--- src/hdl/dimmer_pkg.sv ---
package dimmer_pkg;
	// ----------------------------------------
	// Bus address and framing
	// ----------------------------------------
	localparam logic [3:0] ADDR_FIXED = 4'hC;
	localparam logic [2:0] BIT_LAST = 3'h7;
	localparam logic [2:0] BIT_FIRST = 3'h0;
	localparam int PIN_COUNT = 16;
	// ----------------------------------------
	// Pin behaviours
	// ----------------------------------------
	localparam logic [1:0] SEL_OFF = 2'h0;
	localparam logic [1:0] SEL_ON = 2'h1;
	localparam logic [1:0] SEL_BLINK_A = 2'h2;
	localparam logic [1:0] SEL_BLINK_B = 2'h3;
	typedef enum {ST_IDLE, ST_ADDR, ST_ADDR_ACK, ST_WR, ST_WR_ACK, ST_RD, ST_RD_ACK, ST_WAIT} bus_st_t;
endpackage

--- src/hdl/dimmer_front_end.sv ---
`timescale 1ns/100ps
`default_nettype none
// Functional notes
// - Slave only; never drives clock or conditions
// - Bits shift only on serial clock edges
// - Data line only pulled low or released
// - Transmitter holds data while clock high
// - Data change during clock high is condition
// - START is data fall, clock high
// - Ignore bus until START seen
// - STOP is data rise, clock high
// - Reset low initialises and holds defaults
// - Driver pins open drain, sink when lit
// - Each pin: on, off, blink one, two
// - Unused pins serve as general I/O
// - Address 1100 plus three select pins
// - Eighth bit: one read, zero write
// - Ack address match and written bytes
// - Read continues while master acks
module dimmer_front_end
	import dimmer_pkg::*;
(
	input wire logic mclk,
	input wire logic rst,
	input wire logic reset_n,
	input wire logic scl_in,
	input wire logic sda_in,
	output logic sda_out,
	output logic sda_oe_n,
	input wire logic addr_select_pin_0,
	input wire logic addr_select_pin_1,
	input wire logic addr_select_pin_2,
	input wire logic first_blink_source,
	input wire logic second_blink_source,
	input wire logic [31:0] pin_mode,
	input wire logic [7:0] tx_byte,
	output logic tx_take,
	output logic [7:0] rx_byte,
	output logic rx_valid,
	output logic [15:0] driver_pins_in,
	input wire logic [15:0] driver_pins_raw,
	output logic [15:0] driver_pins_out,
	output logic [15:0] driver_pins_oe_n
);
	// ----------------------------------------
	// Input synchronisers
	// ----------------------------------------
	logic scl_s, sda_s, rstn_s;
	logic [2:0] asel_s;
	logic [PIN_COUNT-1:0] pin_s;
	sync2 u_scl (.mclk(mclk), .rst(rst), .d(scl_in), .q(scl_s));
	sync2 u_sda (.mclk(mclk), .rst(rst), .d(sda_in), .q(sda_s));
	sync2 u_rstn (.mclk(mclk), .rst(rst), .d(reset_n), .q(rstn_s));
	sync2 u_a0 (.mclk(mclk), .rst(rst), .d(addr_select_pin_0), .q(asel_s[0]));
	sync2 u_a1 (.mclk(mclk), .rst(rst), .d(addr_select_pin_1), .q(asel_s[1]));
	sync2 u_a2 (.mclk(mclk), .rst(rst), .d(addr_select_pin_2), .q(asel_s[2]));
	genvar gi;
	generate
		for (gi = 0; gi < PIN_COUNT; gi++) begin : g_pin
			sync2 u_p (.mclk(mclk), .rst(rst), .d(driver_pins_raw[gi]), .q(pin_s[gi]));
		end
	endgenerate

	// ----------------------------------------
	// Edge and condition detection
	// ----------------------------------------
	logic scl_p_q, sda_p_q;
	always_ff @(posedge mclk or posedge rst) begin
		if (rst) begin
			scl_p_q <= 1'h1;
			sda_p_q <= 1'h1;
		end else begin
			scl_p_q <= scl_s;
			sda_p_q <= sda_s;
		end
	end
	logic scl_rise, scl_fall, start_det, stop_det;
	assign scl_rise = scl_s & ~scl_p_q;
	assign scl_fall = ~scl_s & scl_p_q;
	assign start_det = scl_s & scl_p_q & sda_p_q & ~sda_s;
	assign stop_det = scl_s & scl_p_q & ~sda_p_q & sda_s;

	// ----------------------------------------
	// Serial state machine
	// ----------------------------------------
	bus_st_t st_q, st_d;
	logic [7:0] sh_q, sh_d;
	logic [2:0] cnt_q, cnt_d;
	logic drv_q, drv_d, seen_q, seen_d;
	logic rxv_q, rxv_d, take_q, take_d;
	logic [7:0] rxb_q, rxb_d;
	always_comb begin
		st_d = st_q;
		sh_d = sh_q;
		cnt_d = cnt_q;
		drv_d = drv_q;
		rxv_d = 1'h0;
		take_d = 1'h0;
		rxb_d = rxb_q;
		seen_d = seen_q;
		if (!rstn_s) begin
			st_d = ST_IDLE;
			drv_d = 1'h0;
		end else if (stop_det) begin
			st_d = ST_IDLE;
			drv_d = 1'h0;
		end else if (start_det) begin
			st_d = ST_ADDR;
			cnt_d = BIT_FIRST;
			drv_d = 1'h0;
			seen_d = 1'h0;
		end else begin
			case (st_q)
				ST_IDLE: begin
					drv_d = 1'h0;
				end
				ST_ADDR: begin
					if (scl_rise) begin
						sh_d = {sh_q[6:0], sda_s};
						cnt_d = cnt_q + 3'h1;
						seen_d = 1'h1;
					end else if (scl_fall && cnt_q == BIT_FIRST && sh_q[7:4] == ADDR_FIXED
						&& sh_q[3:1] == asel_s && seen_q) begin
						st_d = ST_ADDR_ACK;
						drv_d = 1'h1;
					end else if (scl_fall && seen_q && cnt_q == BIT_FIRST) begin
						st_d = ST_WAIT;
					end
				end
				ST_ADDR_ACK: begin
					if (scl_fall) begin
						if (sh_q[0]) begin
							st_d = ST_RD;
							sh_d = tx_byte;
							take_d = 1'h1;
							drv_d = ~tx_byte[7];
							cnt_d = BIT_FIRST;
						end else begin
							st_d = ST_WR;
							drv_d = 1'h0;
							cnt_d = BIT_FIRST;
						end
					end
				end
				ST_WR: begin
					if (scl_rise) begin
						sh_d = {sh_q[6:0], sda_s};
						cnt_d = cnt_q + 3'h1;
					end else if (scl_fall && cnt_q == BIT_FIRST) begin
						st_d = ST_WR_ACK;
						drv_d = 1'h1;
						rxb_d = sh_q;
						rxv_d = 1'h1;
					end
				end
				ST_WR_ACK: begin
					if (scl_fall) begin
						st_d = ST_WR;
						drv_d = 1'h0;
					end
				end
				ST_RD: begin
					if (scl_fall) begin
						if (cnt_q == BIT_LAST) begin
							st_d = ST_RD_ACK;
							drv_d = 1'h0;
						end else begin
							sh_d = {sh_q[6:0], 1'h0};
							drv_d = ~sh_q[6];
						end
						cnt_d = cnt_q + 3'h1;
					end
				end
				ST_RD_ACK: begin
					if (scl_rise && sda_s) begin
						st_d = ST_WAIT;
					end else if (scl_fall) begin
						st_d = ST_RD;
						sh_d = tx_byte;
						take_d = 1'h1;
						drv_d = ~tx_byte[7];
						cnt_d = BIT_FIRST;
					end
				end
				ST_WAIT: begin
					drv_d = 1'h0;
				end
				default: begin
					st_d = ST_IDLE;
				end
			endcase
		end
	end
	// Serial state registers
	always_ff @(posedge mclk or posedge rst) begin
		if (rst) begin
			st_q <= ST_IDLE;
			sh_q <= '0;
			cnt_q <= BIT_FIRST;
			drv_q <= 1'h0;
			rxv_q <= 1'h0;
			take_q <= 1'h0;
			rxb_q <= '0;
			seen_q <= 1'h0;
		end else begin
			st_q <= st_d;
			sh_q <= sh_d;
			cnt_q <= cnt_d;
			drv_q <= drv_d;
			rxv_q <= rxv_d;
			take_q <= take_d;
			rxb_q <= rxb_d;
			seen_q <= seen_d;
		end
	end

	// ----------------------------------------
	// Serial data and driver pins
	// ----------------------------------------
	logic sda_pull;
	assign sda_pull = drv_q;
	assign sda_out = 1'h0;
	assign sda_oe_n = ~sda_pull;
	assign rx_byte = rxb_q;
	assign rx_valid = rxv_q;
	assign tx_take = take_q;
	assign driver_pins_in = pin_s;
	logic [PIN_COUNT-1:0] lit_q, lit_d;
	always_comb begin
		lit_d = lit_q;
		for (int i = 0; i < PIN_COUNT; i++) begin
			case (pin_mode[2*i +: 2])
				SEL_ON: lit_d[i] = 1'h1;
				SEL_BLINK_A: lit_d[i] = first_blink_source;
				SEL_BLINK_B: lit_d[i] = second_blink_source;
				default: lit_d[i] = 1'h0;
			endcase
		end
		if (!rstn_s) begin
			lit_d = '0;
		end
	end
	always_ff @(posedge mclk or posedge rst) begin
		if (rst) begin
			lit_q <= '0;
		end else begin
			lit_q <= lit_d;
		end
	end
	assign driver_pins_out = '0;
	assign driver_pins_oe_n = ~lit_q;

	// ----------------------------------------
	// Checks
	// ----------------------------------------
	chk_start_addr: assert property (@(posedge mclk) disable iff (rst)
		(start_det && rstn_s && !stop_det) |=> st_q == ST_ADDR)
		else $error("start not taken");
	chk_stop_idle: assert property (@(posedge mclk) disable iff (rst)
		(stop_det && rstn_s) |=> st_q == ST_IDLE && !drv_q)
		else $error("stop did not idle");
	chk_idle_quiet: assert property (@(posedge mclk) disable iff (rst)
		st_q == ST_IDLE |-> sda_oe_n)
		else $error("drive while idle");
	chk_drive_low: assert property (@(posedge mclk) disable iff (rst)
		!sda_out && (sda_oe_n || st_q == ST_ADDR_ACK || st_q == ST_WR_ACK
		|| st_q == ST_RD))
		else $error("data driven high");
	chk_ack_write: assert property (@(posedge mclk) disable iff (rst)
		st_q == ST_WR_ACK |-> !sda_oe_n)
		else $error("no write ack");
	chk_ack_addr: assert property (@(posedge mclk) disable iff (rst)
		st_q == ST_ADDR_ACK |-> !sda_oe_n)
		else $error("no address ack");
	chk_nack_wait: assert property (@(posedge mclk) disable iff (rst)
		(st_q == ST_RD_ACK && scl_rise && sda_s && rstn_s && !start_det && !stop_det)
		|=> st_q == ST_WAIT)
		else $error("nack not honoured");
	chk_reset_hold: assert property (@(posedge mclk) disable iff (rst)
		!rstn_s |=> st_q == ST_IDLE && lit_q == '0)
		else $error("reset not held");
	chk_pin_on: assert property (@(posedge mclk) disable iff (rst)
		(pin_mode[1:0] == SEL_ON && rstn_s) |=> !driver_pins_oe_n[0])
		else $error("pin not lit");
endmodule
`default_nettype wire

--- src/hdl/sync2.sv ---
`timescale 1ns/100ps
`default_nettype none
module sync2 (
	input wire logic mclk,
	input wire logic rst,
	input wire logic d,
	output logic q
);
	logic s1_q;
	always_ff @(posedge mclk or posedge rst) begin
		if (rst) begin
			s1_q <= 1'h1;
			q <= 1'h1;
		end else begin
			s1_q <= d;
			q <= s1_q;
		end
	end
endmodule
`default_nettype wire

--- config.mk ---
export PLATFORM = sky130hd
export DESIGN_NAME = dimmer_front_end
export DESIGN_NICKNAME = d
export VERILOG_FILES = /design/src/hdl/dimmer_pkg.sv /design/src/hdl/dimmer_front_end.sv /design/src/hdl/sync2.sv
export SDC_FILE = /design/constraint.sdc
export NUM_CORES = 1
export LEC_CHECK = 0
export ABC_AREA = 1
export BUFFER_PORTS_ARGS = -buffer_cell sky130_fd_sc_hd__buf_2
export CELL_PAD_IN_SITES_DETAIL_PLACEMENT = 1
export CELL_PAD_IN_SITES_GLOBAL_PLACEMENT = 2
export CORE_MARGIN = 8
export CORE_UTILIZATION = 30
export CTS_CLUSTER_DIAMETER = 40
export DETAILED_ROUTE_END_ITERATION = 6
export GPL_TIMING_DRIVEN = 0
export PLACE_DENSITY_LB_ADDON = 0.1
export RECOVER_POWER = 25
export SETUP_SLACK_MARGIN = 0.5
export SLEW_MARGIN = 20
export SYNTH_ARGS = -nofsm -noshare
export SYNTH_HDL_FRONTEND = slang
export SYNTH_SLANG_ARGS = --single-unit
--- constraint.sdc ---
create_clock -name mclk -period 3.5 [get_ports mclk]
set_input_delay 0.35 -clock mclk [delete_from_list [all_inputs] [get_ports mclk]]
set_output_delay 0.35 -clock mclk [all_outputs]
set_load 0.01 [all_outputs]
Word level (Yosys, flattened, before mapping)
Index checks and enable logic that the tools add are counted.
W data, S select, Z words.
{ "classes": {"bitwise": 18, "eq_ne": 82, "shift": 0, "n_addsub": 1, "reduce_logical": 22, "mul": 0, "div": 0, "muxes": 79, "magnitude_cmp": 0} }
{ "op_table": {"columns": ["cell", "count"], "rows": [
  ["$mux W32", 14],
  ["$pmux W32 S7", 1],
  ["$eq A32 B3 Y1 const B", 4],
  ["$eq A2 B2 Y1 const B", 32],
  ["$eq A32 B2 Y1 const B", 2],
  ["$mux W8", 7],
  ["$ne A5 B5 Y1 const B", 10],
  ["$pmux W1 S3", 16],
  ["$eq A2 B1 Y1 const B", 16],
  ["$eq A32 B1 Y1 const B", 1],
  ["$logic_not A32 Y1", 1],
  ["$pmux W8 S4", 1],
  ["$mux W1", 30],
  ["$reduce_and A10 Y1", 3],
  ["$mux W3", 6],
  ["$mux W16", 1],
  ["$not A16 Y16", 1],
  ["$ne A2 B2 Y1 const B", 6],
  ["$ne A6 B6 Y1 const B", 2],
  ["$pmux W3 S4", 1],
  ["$reduce_and A6 Y1", 2],
  ["$reduce_and A11 Y1", 1],
  ["$ne A10 B10 Y1 const B", 1],
  ["$not A1 Y1", 10],
  ["18 further kinds", 33]
]} }
{ "totals": {"rom_bits": 0, "latch_bits": 0, "out_inout_bits": 60, "input_bits": 66, "register_bits": 117, "ramBits": 0, "elab_cells": 258, "memories": 0} }

Logic depth before layout (Yosys ltp)
{ "logic_depth": {"depth_word": 12, "mapped_depth": 13, "depth_no_buf": 13} }

Hierarchy
A second synthesis with hierarchy kept.
{ "unflattened": {"hier_cells": 410, "hier_area_um2": 3863.7} }
{ "by_module_without_submodules": {"columns": ["mod", "area_each_um2", "seq_area_each_um2", "cells_per_inst", "n_inst"], "rows": [
  ["dimmer_front_end", 2625.0, 1103.6, 344, 1],
  ["sync2", 56.3, 52.6, 3, 22]
]} }

Worst setup path after synthesis
OpenSTA, ideal clock, no wires.
{ "synth_path": {"kind": "flip-flop to flip-flop", "startpoint": "register scl_p_q", "endpoint": "register sh_q[1]", "t_arrival_ns": 1.400, "n_path_buf": 1, "path_slack_ns": 1.977, "stages_incl_launch_ff": 11, "required_ns": 3.377, "cell_sequence": "dfstp_2 -> inv_2 -> nor2_4 -> inv_2 -> nor2_1 -> nor2_1 -> nor2_2 -> nand3_2 -> buf_6 -> nand2_1 -> o21ai_2"} }
{ "synth_via": {"elab_chain_cells": 5} }
{ "synth_lines": {"columns": ["item", "line", "text"], "rows": [
  ["start, declared", "dimmer_front_end.sv:67", "logic scl_p_q, sda_p_q;"],
  ["start signal, assigned", "dimmer_front_end.sv:73", "scl_p_q <= scl_s;"],
  ["$and A1 B1 Y1 / $not A1 Y1 (equally long branches)", "dimmer_front_end.sv:80, dimmer_front_end.sv:81, dimmer_front_end.sv:78", null],
  ["$and A1 B1 Y1 (on tied branches)", "dimmer_front_end.sv:81, dimmer_front_end.sv:78, dimmer_front_end.sv:80", null],
  ["$and A1 B1 Y1, or another cell as far along", "dimmer_front_end.sv:81", "assign stop_det = scl_s & scl_p_q & ~sda_p_q & sda_s;"],
  ["$not A1 Y1 (no line) / $ne A2 B2 Y1 (equally long branches)", null, null],
  ["$reduce_and A11 Y1 (no line) (*)", null, null],
  ["end signal, assigned", "dimmer_front_end.sv:198", "sh_q <= '0;"],
  ["end signal, assigned", "dimmer_front_end.sv:207", "sh_q <= sh_d;"],
  ["end, declared", "dimmer_front_end.sv:87", "logic [7:0] sh_q, sh_d;"]
]} }
Every way passes the cells marked *; elsewhere a longest branch is shown, timed or not.
A chain may end at the register's enable or synchronous reset.

Worst setup path in the final report
Ends and elaborated chain as after synthesis.

==> results.cfg <==
[timing]
rsz0062_at_grt = false
tns_ns = 0
max_freq_mhz = 564.8
period_needed_ns = 1.770
clock_skew_ns = 0.006849
hold_viol = 0
maxSlewViolCount = 51
fin_crit_sh = 0.5058
worstMarginPinSlew_ns = 2.209
relSlewSlack = -0.4808
finalWorstSetupSlack_ns = 1.730
finalSetupViolCount = 0

[cts]
cts.clk_slew.worst_paths_ns = 0.07
cts_resized = 0
post_cts.repair.setup_buffers = 0
cts_htree_levels = 3
cts_tree = done
clk_latency_ns = 0.34
cts_made_buffers = 9
ctsHoldBuffers = 0
cts_buffer_depth = 2
cts_sinks = 88
cts_root_buf = clkbuf_16

[die]
core_sq_mm = 0.01247
die_y_um = 128.2
die_x_um = 128.2
row_count = 41
die_area_sq_mm = 0.01644
pin_count = 126
start_util = 0.3030

[setup_path]
reg2reg_from = scl_p_q
cpMaxStageDelayCell = dfstp_2
r2r-end = sh_q[1]
criticalPathCategory = flop to flop
worstSetupStartpointType = flop
max_stage_delay_ns = 0.56
crit_chain = inv_2, nor2_4, inv_2, nand2_1, nand3_1, nor2_2, nand3_2, buf_6, nand2_1, o21ai_2
cp_max_fo = 10
required_ns = 3.73
rrSetupSlack_ns = 1.73
end_kind = flop
arrival_ns = 2.00
worstRegToRegCells = 10

[yosys]
ys_seq_area_frac = 0.5982
synth-edff-count = 0
syn_inst = 377
synth_top_area_share = 0.3200
synthArstFlopShare = 1.000
synthTopCellsByArea = dfstp_2 (32%), dfrtp_1 (28%), nand2_1 (7.5%), buf_4 (7.0%), inv_1 (4.2%)
synthFlopType = dfstp_2
synth_area_leader_cell = dfstp_2
syn_area_sq_mm = 0.003777
synth.avg_cell_area_sq_um = 10.02
ys_types = 31
yosysMostFrequentCell = nand2_1
synthTopCellsByCount = nand2_1 (75), dfstp_2 (46), dfrtp_1 (42), inv_1 (42), buf_4 (35)
synth-seq-cells = 88
yosysWarnings = 0

[route]
drc = 0
via_per_inst = 4.258
wl_per_cell_um = 14.15
first_pass_iters = 4
via_count = 2934
ant_nets = 0
routed_wl_um = 9750
drt_iter0_markers = 123

[power_and_ir_drop]
power_leakage_nw = 2.462
finalPower_mw = 2.526
cellPowerDensity_mw_per_mm2 = 514.8
ir_worst_vdd_v = 0.0002254

[place]
hpwl_um = 7755
gp_congestion = 0.7913
dpl_worst_slack_ns = 1.694
postPlaceCellArea_sq_mm = 0.004611
numPortBuffers = 107

[final_layout]
design_area_sq_mm = 0.004906
nFillCells = 1481
antenna_cells = 0
multi_input_area_sq_mm = 0.001091
syn_to_final_growth_pct = 29.88
nets = 581
regArea_sq_mm = 0.002260
drive_gt1_frac = 0.4507

[min_path]
holdPathEnd = g_pin[1].u_p.s1_q
hold_depth = 1
hold_path.class = input port to flop
min-delay-start = driver_pins_raw[1]

[global_route]
grt_pass1_vias = 3219
grt.overflow.total = 0
grt_pass1_wl_um = 16110
grt_antenna_before_repair = 1
grt_max_degree = 52
track_usage = 0.1275

[status]
outcome = complete, but fails checks
violations = capacitance limit, slew limit

[flow_run]
drv_cap = 1
==> where the power goes <==
part           internal (mW)  switching, mW
Sequential              1.13         0.0694
Clock                  0.520          0.437
Combinational          0.151          0.219
Total                   1.80          0.726
==> how the worst max path moves through the flow <==
| stage | slack (ns) | cells after the start | from | to |
|---|---|---|---|---|
| final | 1.73 | 10 | scl_p_q | sh_q[1] |
| after global routing | 1.50 | 2 | rst | lit_q[9] |
| after CTS | 1.68 | 10 | scl_p_q | sh_q[1] |
| after floorplan | 0.95 | 1 | rst | cnt_q[0] |
| after detailed placement | 1.69 | 10 | scl_p_q | sh_q[1] |
| after global placement | -0.10 | 2 | rst | st_q[1] |
==> layer usage <==
metal  global-route usage  routed length [um]
met3              0.05616                 910
met2               0.2040                4603
met5                    0                  12
met1               0.1408                4022
met4              0.06573                 201
==> state kept, by name, summed over array words and instances (netlist names), 3 cells and up <==
name	count
g_pin.u_p.q	16
g_pin.u_p.s1_q	16
lit_q	16
rx_byte	8
sh_q	8
cnt_q	3
st_q	3
==> through the flow <==
| step | util | hold slack (ns) | cells |
|---|---|---|---|
| finish | 0.3936 | 0.1035 | 689 |
| global route | 0.3936 | 0.08058 | 689 |
| CTS | 0.3937 | 0.08347 | 689 |
| detailed placement | 0.3699 | 0.3470 | 673 |
| global placement | 0.3681 | 0.3453 | 672 |
| floorplan | - | 0.3452 | 393 |
==> area by class of cell <==
cell class,instances,area share
clock inverter,6,0.01173
buffer,42,0.06095
timing repair buffer,108,0.1132
inverter,50,0.03851
sequential,88,0.4606
clock buffer,10,0.04871
tap,172,0.04387
multi-input combinational,213,0.2224
==> cells in the final DEF (no fill, tap or decap), types with 4 or more instances in the layout <==
master	Yosys	final
a21oi_1	21	21
a22oi_1	7	7
a311oi_1	16	16
buf_2	2	109
buf_4	35	35
clkbuf_1	4	4
clkbuf_16	0	9
conb_1	1	17
dfrtp_1	42	42
dfstp_2	46	46
inv_1	42	41
inv_2	7	7
nand2_1	75	75
nand3_1	15	15
nor2_1	22	22
o21ai_1	11	11
o21ai_2	8	8
==> critical path, delay by kind of cell, from the launching register on <==
| family | cells | cell delay (ns) |
|---|---|---|
| buf+inv | 3 | 0.34 |
| flops | 1 | 0.56 |
| compound gates | 1 | 0.05 |
| simple gates | 6 | 0.69 |
==> cell families (layout without fill, tap and decap cells) <==
kind of cell | after synthesis | after routing | share of synthesized area
AND/OR/NAND/NOR | 123 | 123 | 0.1385
adder cells (fa/ha/maj) | 3 | 3 | 0.009938
buffers and inverters | 92 | 216 | 0.1288
other | 1 | 17 | 0.0009928
flip-flops | 88 | 88 | 0.5982
AO/OA/AOI/OAI | 70 | 70 | 0.1235
No activity file was read; power rests on OpenSTA's default activity.
